[src/fsr_defines.vh]
// constants for the flash status and configuration register block
`ifndef FSR_DEFINES_VH
`define FSR_DEFINES_VH
// opcodes
`define FSR_OP_STATUS_WRITE_CMD     8'h01
`define FSR_OP_RD3_A    8'h95
`define FSR_OP_RD3_B    8'h15
// first status register fields
`define FSR_S1_SRP      7
`define FSR_S1_BL       6
`define FSR_S1_TB       5
`define FSR_S1_BP_HI    4
`define FSR_S1_BP_LO    2
`define FSR_S1_WEL      1
`define FSR_S1_WIP      0
// second status register fields
`define FSR_S2_ESUS     7
`define FSR_S2_CMP      6
`define FSR_S2_LK0      5
`define FSR_S2_LK1      4
`define FSR_S2_LK2      3
`define FSR_S2_PSUS     2
`define FSR_S2_QE       1
// third status register fields
`define FSR_S3_HRS      7
`define FSR_S3_DRV_HI   6
`define FSR_S3_DRV_LO   5
`define FSR_S3_WRP_HI   4
`define FSR_S3_WRP_LO   3
`define FSR_S3_BLANK    2
// reset values
`define FSR_PROT_RST    6'h00
`define FSR_CMP_RST     1'b0
`define FSR_QE_RST      1'b1
`define FSR_HRS_RST     1'b0
`define FSR_DRV_RST     2'b00
`define FSR_WRP_RST     2'b00
`define FSR_BLANK_RST   1'b1
// data bit counts that end a valid status write
`define FSR_WR_N1       6'h08
`define FSR_WR_N2       6'h10
`define FSR_WR_N4       6'h20
// timing
`define FSR_CLK_NS      50
`define FSR_TW_NS       2000000
`endif

[src/fsr_ctrl.v]
// status and configuration register bank with its serial read and write commands
`timescale 1ns/1ps
`include "fsr_defines.vh"
module fsr_ctrl #(
    parameter T_W_NS = `FSR_TW_NS
) (
    // clock and reset
    input  wire       clk_sys,
    input  wire       rst_b,
    // serial pins
    input  wire       spi_sck,
    input  wire       spi_cs_b,
    input  wire [3:0] dq_in,
    output reg  [3:0] dq_out,
    output reg  [3:0] dq_oe,
    input  wire       wp_b,
    // command logic mode and latch events
    input  wire       qpi_mode,
    input  wire       wel_set,
    input  wire       wel_clr,
    // array state
    input  wire       array_busy,
    input  wire       erase_active,
    input  wire       program_active,
    // suspend, resume and programming events
    input  wire       suspend_req,
    input  wire       resume_req,
    input  wire       byte_programmed,
    // register contents
    output wire [7:0] status_one,
    output wire [7:0] status_two,
    output wire [7:0] status_three,
    output wire       write_busy_flag,
    output wire       write_enable_latch,
    output wire       hardware_protected_mode,
    output wire [2:0] otp_sector_locked,
    output wire       hold_pin_active,
    output wire       reset_pin_active,
    output wire [1:0] drive_strength,
    output wire [1:0] wrap_burst_len
);

    ////////////////////////////////////////////////////////////////////////////
    // constants
    // write cycle length rounded up to whole system clocks
    localparam [31:0] TW_CYC = (T_W_NS + `FSR_CLK_NS - 1) / `FSR_CLK_NS;
    // protect byte reset value, split into status protect and area bits
    localparam [5:0]  PROT_RST = `FSR_PROT_RST;
    // one-hot command states: opcode, read, write, ignore rest of frame
    localparam [3:0] S_OPC = 4'b0001;
    localparam [3:0] S_RD  = 4'b0010;
    localparam [3:0] S_WR  = 4'b0100;
    localparam [3:0] S_IGN = 4'b1000;

    ////////////////////////////////////////////////////////////////////////////
    // pin synchronisers
    // the link clock is sampled, so it must stay well below a quarter of clk_sys
    // sck and chip select keep a third flop for edge detection
    reg [2:0] sck_s_q;
    reg [2:0] cs_s_q;
    reg [3:0] dq1_q;
    reg [3:0] dq2_q;
    reg [1:0] wp_s_q;

    // two flops before use, third flop only for edges
    always @(posedge clk_sys or negedge rst_b) begin
        if (!rst_b) begin
            sck_s_q <= 3'b000;
            cs_s_q  <= 3'b111;
            dq1_q   <= 4'h0;
            dq2_q   <= 4'h0;
            wp_s_q  <= 2'b11;
        end else begin
            sck_s_q <= {sck_s_q[1:0], spi_sck};
            cs_s_q  <= {cs_s_q[1:0], spi_cs_b};
            dq1_q   <= dq_in;
            dq2_q   <= dq1_q;
            wp_s_q  <= {wp_s_q[0], wp_b};
        end
    end

    // edges come from the second and third flops, levels from the second
    wire sck_rise = sck_s_q[1] & ~sck_s_q[2];
    wire sck_fall = ~sck_s_q[1] & sck_s_q[2];
    wire cs_low   = ~cs_s_q[1];
    wire cs_rise  = cs_s_q[1] & ~cs_s_q[2];
    wire wp_low   = ~wp_s_q[1];

    ////////////////////////////////////////////////////////////////////////////
    // register storage
    // first register: status protect, area bits and latch
    reg       srp_q;
    reg [4:0] prot_q;
    reg       wel_q;

    // second register: suspend flags, complement, locks, quad enable
    reg       esus_q;
    reg       psus_q;
    reg       cmp_q;
    reg [2:0] lock_q;
    reg       qe_q;

    // third register: pin select, drive, wrap, blank
    reg       hrs_q;
    reg [1:0] drv_q;
    reg [1:0] wrp_q;
    reg       blank_q;

    // timed write cycle
    reg       tw_busy_q;
    reg [31:0] tw_cnt_q;

    // wp pin only acts while quad enable is off
    assign hardware_protected_mode = srp_q & wp_low & ~qe_q;
    // busy covers the timed status write and any array operation
    assign write_busy_flag    = tw_busy_q | array_busy;
    assign write_enable_latch = wel_q;
    assign status_one   = {srp_q, prot_q, wel_q, write_busy_flag};
    // bit 0 is reserved and reads zero
    assign status_two   = {esus_q, cmp_q, lock_q, psus_q, qe_q, 1'b0};
    // the two low bits of the third register are reserved and read zero
    assign status_three = {hrs_q, drv_q, wrp_q, blank_q, 2'b00};
    // lock bits sit in the register with sector zero highest
    assign otp_sector_locked = {lock_q[0], lock_q[1], lock_q[2]};
    // pause or reset only while quad enable is zero
    assign hold_pin_active  = ~qe_q & ~hrs_q;
    assign reset_pin_active = ~qe_q & hrs_q;
    // configuration fields straight from their registers
    assign drive_strength = drv_q;
    assign wrap_burst_len = wrp_q;

    ////////////////////////////////////////////////////////////////////////////
    // serial command engine
    reg [3:0] st_q;
    reg [5:0] cnt_q;
    reg [5:0] dcnt_q;
    reg [7:0] sh_q;
    reg [7:0] oreg_q;
    reg [2:0] opos_q;
    reg [7:0] wb0_q;
    reg [7:0] wb1_q;
    reg [7:0] wb2_q;

    // true for either opcode of the third register read
    function fsr_rd3_op;
        input [7:0] op;
        fsr_rd3_op = (op == `FSR_OP_RD3_A) || (op == `FSR_OP_RD3_B);
    endfunction

    // bits per serial clock: one, or four in quad peripheral mode
    wire [5:0] step  = qpi_mode ? 6'h04 : 6'h01;
    wire [7:0] sh_in = qpi_mode ? {sh_q[3:0], dq2_q} : {sh_q[6:0], dq2_q[0]};
    wire [5:0] cnt_n = cnt_q + step;
    // data count saturates so an overlong frame never looks valid
    wire [5:0] dcnt_n = (dcnt_q > 6'h3b) ? 6'h3f : dcnt_q + step;
    // each byte starts from the live third register
    wire [7:0] ow    = (opos_q == 3'd0) ? status_three : oreg_q;

    // a status write needs the latch, no hardware protect and no busy
    wire       wr_ok = wel_q & ~hardware_protected_mode & ~write_busy_flag;
    // frame length judged at chip select rise
    wire       wr_len = (dcnt_q == `FSR_WR_N1) | (dcnt_q == `FSR_WR_N2) |
                        (dcnt_q == `FSR_WR_N4);
    wire       wr_go = (st_q == S_WR) & cs_rise & wr_len;
    // last clock of the timed cycle
    wire       tw_end = tw_busy_q & (tw_cnt_q == TW_CYC - 32'd1);

    // one-hot command states
    always @(posedge clk_sys or negedge rst_b) begin
        if (!rst_b) begin
            st_q   <= S_OPC;
            cnt_q  <= 6'h00;
            dcnt_q <= 6'h00;
            sh_q   <= 8'h00;
            wb0_q  <= 8'h00;
            wb1_q  <= 8'h00;
            wb2_q  <= 8'h00;
        end else if (!cs_low) begin
            // deselect returns to opcode collection and drops the counts
            st_q   <= S_OPC;
            cnt_q  <= 6'h00;
            dcnt_q <= 6'h00;
        end else if (sck_rise) begin
            // every sampled rising edge shifts data in
            sh_q <= sh_in;
            case (st_q)
                S_OPC: begin
                    cnt_q <= cnt_n;
                    // opcode complete after eight bits; reads are taken at any time
                    if (cnt_n == 6'h08) begin
                        if (fsr_rd3_op(sh_in))
                            st_q <= S_RD;
                        else if (sh_in == `FSR_OP_STATUS_WRITE_CMD && wr_ok)
                            st_q <= S_WR;
                        else
                            st_q <= S_IGN;
                    end
                end
                S_WR: begin
                    dcnt_q <= dcnt_n;
                    // each of the first three full bytes lands in the next register; a fourth byte is dropped
                    if (dcnt_n[2:0] == 3'd0) begin
                        case (dcnt_n[5:3])
                            3'd1:    wb0_q <= sh_in;
                            3'd2:    wb1_q <= sh_in;
                            3'd3:    wb2_q <= sh_in;
                            default: ;
                        endcase
                    end
                end
                default: ;
            endcase
        end
    end

    ////////////////////////////////////////////////////////////////////////////
    // read data shifter, third register repeats while selected
    always @(posedge clk_sys or negedge rst_b) begin
        if (!rst_b) begin
            dq_out <= 4'h0;
            dq_oe  <= 4'h0;
            oreg_q <= 8'h00;
            opos_q <= 3'd0;
        end else if (!cs_low || st_q != S_RD) begin
            // deselect or any other command releases the lines
            dq_oe  <= 4'h0;
            opos_q <= 3'd0;
        end else if (sck_fall) begin
            // drive out on sampled falling edges
            if (qpi_mode) begin
                dq_out <= ow[7:4];
                dq_oe  <= 4'hf;
            end else begin
                // single mode drives the second data line only
                dq_out <= {2'b00, ow[7], 1'b0};
                dq_oe  <= 4'h2;
            end
            // keep the rest of the byte for the next edges
            oreg_q <= qpi_mode ? {ow[3:0], 4'h0} : {ow[6:0], 1'b0};
            opos_q <= opos_q + step[2:0];
        end
    end

    ////////////////////////////////////////////////////////////////////////////
    // self-timed write cycle and latch
    always @(posedge clk_sys or negedge rst_b) begin
        if (!rst_b) begin
            tw_busy_q <= 1'b0;
            tw_cnt_q  <= 32'd0;
            wel_q     <= 1'b0;
        end else begin
            // start on a valid frame end, count up to the last clock
            if (wr_go) begin
                tw_busy_q <= 1'b1;
                tw_cnt_q  <= 32'd0;
            end else if (tw_end) begin
                tw_busy_q <= 1'b0;
            end else if (tw_busy_q) begin
                tw_cnt_q <= tw_cnt_q + 32'd1;
            end
            // a set arriving with the clear wins
            if (wel_set)
                wel_q <= 1'b1;
            else if (tw_end || wel_clr)
                wel_q <= 1'b0;
        end
    end

    ////////////////////////////////////////////////////////////////////////////
    // register updates from the status write and from the array logic
    always @(posedge clk_sys or negedge rst_b) begin
        if (!rst_b) begin
            // locks and blank flag have no non-volatile copy in this block
            srp_q   <= PROT_RST[5];
            prot_q  <= PROT_RST[4:0];
            cmp_q   <= `FSR_CMP_RST;
            lock_q  <= 3'b000;
            qe_q    <= `FSR_QE_RST;
            hrs_q   <= `FSR_HRS_RST;
            drv_q   <= `FSR_DRV_RST;
            wrp_q   <= `FSR_WRP_RST;
            blank_q <= `FSR_BLANK_RST;
            esus_q  <= 1'b0;
            psus_q  <= 1'b0;
        end else begin
            if (wr_go) begin
                // busy and latch bits of the data are dropped
                srp_q  <= wb0_q[`FSR_S1_SRP];
                prot_q <= wb0_q[`FSR_S1_BL:`FSR_S1_BP_LO];
                // second register only when at least two bytes came
                if (dcnt_q != `FSR_WR_N1) begin
                    cmp_q  <= wb1_q[`FSR_S2_CMP];
                    // lock bits can only go from zero to one
                    lock_q <= lock_q | wb1_q[`FSR_S2_LK0:`FSR_S2_LK2];
                    qe_q   <= wb1_q[`FSR_S2_QE];
                end
                // third register only with a full four-byte frame
                if (dcnt_q == `FSR_WR_N4) begin
                    hrs_q <= wb2_q[`FSR_S3_HRS];
                    drv_q <= wb2_q[`FSR_S3_DRV_HI:`FSR_S3_DRV_LO];
                    wrp_q <= wb2_q[`FSR_S3_WRP_HI:`FSR_S3_WRP_LO];
                end
            end
            // once programmed the flag stays clear until the next reset
            if (byte_programmed)
                blank_q <= 1'b0;
            // suspend sets over a simultaneous resume
            if (suspend_req && erase_active)
                esus_q <= 1'b1;
            else if (resume_req)
                esus_q <= 1'b0;
            if (suspend_req && program_active)
                psus_q <= 1'b1;
            else if (resume_req)
                psus_q <= 1'b0;
        end
    end

endmodule // fsr_ctrl

[config.mk]
export PLATFORM = sky130hd
export DESIGN_NAME = fsr_ctrl
export DESIGN_NICKNAME = d
export VERILOG_FILES = /design/src/fsr_ctrl.v
export VERILOG_INCLUDE_DIRS = /design/src /design/src/src
export SDC_FILE = /design/constraint.sdc
export NUM_CORES = 1
export LEC_CHECK = 0
export ABC_AREA = 1
export BUFFER_PORTS_ARGS = -buffer_cell sky130_fd_sc_hd__buf_2
export CORE_ASPECT_RATIO = 1.2
export CORE_UTILIZATION = 33
export CTS_CLUSTER_DIAMETER = 200
export DETAILED_ROUTE_END_ITERATION = 6
export GPL_ROUTABILITY_DRIVEN = 1
export GPL_TIMING_DRIVEN = 0
export PLACE_DENSITY = 0.58
export SETUP_SLACK_MARGIN = 0.02
export SKIP_CTS_REPAIR_TIMING = 1
export SYNTH_ARGS = -nofsm -noshare
export SYNTH_HDL_FRONTEND = slang
export SYNTH_SLANG_ARGS = --single-unit
export TNS_END_PERCENT = 10
[constraint.sdc]
create_clock -name clk_sys -period 2 [get_ports clk_sys]
set_input_delay 0.4 -clock clk_sys [delete_from_list [all_inputs] [get_ports clk_sys]]
set_output_delay 0.4 -clock clk_sys [all_outputs]
set_load 0.01 [all_outputs]
==> flow_summary.toml <==
[logic_synthesis]
yosysSeqAreaShare = 0.4648
ys_warn_count = 0
synth-xor-area-share = 0.02525
synthMuxAreaShare = 0
synthesis.area_mm2 = 0.006590
synth_top_family_by_area = "simple AND/OR/NAND/NOR gates"
avgSynthCellArea_um2 = 7.413
synth_cells = 889
synthAdderAreaFrac = 0.01709
synth_cell_types = 32
synth-simple-area-share = 0.3533
synth_compound_area_frac = 0.04766
yosys_register_bits = 122

[worst_setup_path]
required_ns = 2.35
start_kind = "input port"
end_kind = "register"
worstPathArrival_ns = 2.23
crit_type = "in2reg"
cp_max_fo = 10

[route]
vias_per_cell = 4.645
drt_iter0_markers = 298
wirelength_um = 16690
drc = 0
drt_first_pass_iters = 4
drt-wirelength-per-cell_um = 13.33
vias = 5816
ant_nets = 0

[timing]
fmax_mhz = 532.2
min_period_ns = 1.879
whs_ns = -0.02654
fin_skew_ns = 0.01240
totalNegativeSetupSlack_ns = 0
rsz0062_at_grt = "no"
slew_viol_final = 0
layout_setup_ws_ns = 0.1212
slew_headroom = 0.4865
finalHoldViolCount = 52
worstMarginPinSlew_ns = 0.7621
setup_viol = 0
fin_crit_sh = 0.9394

[pwr]
power_switching_w = 0.001415
p_sw_frac = 0.2381
clock_power_share = 0.524
ir_worst_vdd_uv = 568.2
leakage_nw = 4.061
total_power_w = 0.005944
powerDensity_mw_per_mm2 = 734.9
seq_power_share = 0.430
internal_power_w = 0.004529
pwr-share-comb = 0.047

[finish]
drive_above_1_share = 0.1857
fin_util = 0.4137
antenna_cells = 0
nets = 1005
final_area_mm2 = 0.008088
syn_to_final_growth_pct = 22.73

[place]
place_area_mm2 = 0.007302
gp_routability_congestion = 0.8931
pre_cts_ws_ns = -0.4285
portBuffers = 58
dp_hpwl_um = 12160

[global_routing]
grt_first_pass_wirelength_um = 27350
grt.overflow.total = 0
grt_max_degree = 67
antenna_found_initial = 0
grtUsageTotal = 0.1739
first_global_vias = 5544

[outcome]
violations = "negative hold slack"
status = "finished with violations"

[floorplan]
die_x_um = 131
pin_count = 62
dieArea_mm2 = 0.02054
initial_utilization = 0.3371
die_h_um = 156.8
core_mm2 = 0.01955
rows = 56

[clock_network]
cts_inserted_buffers = 17
htreeDepth = 4
cts_sinks = 122
cts_tree = "yes"
clk_pin_slew_ns = 0.07
cts_root_buf = "clkbuf_16"
clock_latency_ns = 0.42
clock_path_buffers = 2

[worst_hold_path]
hp-class = "in2async"

[job]
maxCapViolations = 0
==> cell type report <==
cell class,instances,area (um2)
Clock buffer,20,456.7
Inverter,89,339.1
Clock inverter,12,141.4
Multi-Input combinational cell,640,3065
Timing Repair Buffer,68,394.1
Sequential cell,122,3065
Buffer,40,299.0
Fill cell,2020,11460
Tap cell,261,326.6
==> synthesized netlist by cell type <==
library cell,instances,area share
nand3_1,100,0.076
nand4_1,14,0.013
conb_1,1,0.00057
dfstp_2,8,0.032
nor3b_1,1,0.0011
o21ai_0,35,0.027
buf_2,7,0.0053
xnor2_1,7,0.0093
nor3_1,7,0.0053
nor2_2,2,0.0019
nor3_4,1,0.0025
dfrtp_1,114,0.43
o21ai_4,1,0.0025
nand3b_1,1,0.0011
o211ai_1,1,0.0011
xor2_1,12,0.016
o22ai_1,10,0.0095
clkbuf_1,6,0.0034
o21bai_1,4,0.0046
a21oi_1,1,0.00076
nand2_2,1,0.00095
inv_1,87,0.050
ha_1,9,0.017
nor2_1,112,0.064
nand2_4,1,0.0017
o221ai_1,2,0.0027
buf_6,2,0.0034
buf_4,25,0.028
nand2_1,309,0.18
inv_2,2,0.0011
nor2_4,3,0.0051
nand3_2,3,0.0046
==> power groups by stage <==
stage	logic [W]	clock network, W	registers (W)
floorplan	0.000147	0	0.00259
global placement	0.000266	0	0.00259
detailed placement	0.000278	0	0.00259
CTS	0.000279	0.00316	0.00255
global route	0.000318	0.00327	0.00256
finish	0.000279	0.00311	0.00255
==> flip-flops by register name, indices dropped and copies added, names as in the netlist, 3 cells and up <==
signal    cells
opos_q        3
dq1_q         4
cs_s_q        3
dq2_q         4
wb2_q         5
wb1_q         5
dcnt_q        6
prot_q        5
st_q          4
lock_q        3
oreg_q        5
sh_q          7
wb0_q         6
cnt_q         6
dq_out        4
tw_cnt_q     32
sck_s_q       3
==> layer usage <==
metal / GRT usage / vias up / share of wire
met5: 0 / - / 0
met4: 0.05528 / 0 / 0.012
met3: 0.02974 / 14 / 0.029
met2: 0.3102 / 87 / 0.52
met1: 0.2097 / 2743 / 0.44
li1: - / 2972 / -
==> critical path, stage by stage <==
cell and delay [ns]:
clkbuf_4 0.16, buf_8 0.13, buf_6 0.15, inv_6 0.06, ha_4 0.16, ha_4 0.15, xor2_1 0.15, nor2_1 0.17
nand2_1 0.13, nor3_4 0.22, buf_4 0.17, nand3_1 0.07, nand2_1 0.09
==> placed cells by master, fill, tap and decap left out, types with 6 or more instances in the layout <==
master / instances
dfrtp_1: 112
nand2_2: 6
nand3_1: 95
nand2_1: 304
o21ai_0: 35
nor2_1: 107
xnor2_1: 7
nor3_1: 6
nand3_2: 7
nand4_1: 14
buf_4: 36
nor2_4: 7
xor2_1: 12
buf_2: 59
dfstp_2: 8
inv_1: 84
clkbuf_16: 17
o22ai_1: 10
==> final timing paths <==
kind / from / end / slack (ns) / cells past startpoint
setup / recovery: qpi_mode / wb0_q[3] / 0.12 / 13
hold / removal: rst_b / sck_s_q[0] / -0.03 / 1
setup reg to reg: tw_cnt_q[0] / tw_cnt_q[30] / 0.16 / 9
hold reg to reg: dq1_q[3] / dq2_q[3] / 0.35 / 0
max in group asynchronous: rst_b / qe_q / 1.25 / 2
min in group clk_sys: spi_cs_b / cs_s_q[0] / 0.07 / 1
==> stage by stage <==
step | instances | hold WS (ns)
6_report | 1252 | -0.02654
5_1_grt | 1252 | 0.008636
4_1_cts | 1243 | -0.01301
3_5_place_dp | 1211 | 0.3347
3_3_place_gp | 1210 | 0.3345
2_1_floorplan | 891 | 0.1044
==> cell families after synthesis <==
kind of cell	count (synthesis)
AND/OR/NAND/NOR	555
buffers and inverters	129
flip-flops	122
AO/OA/AOI/OAI	54
XOR/XNOR	19
adder cells (fa/ha/maj)	9
other	1
No activity file was read; power rests on OpenSTA's default activity.
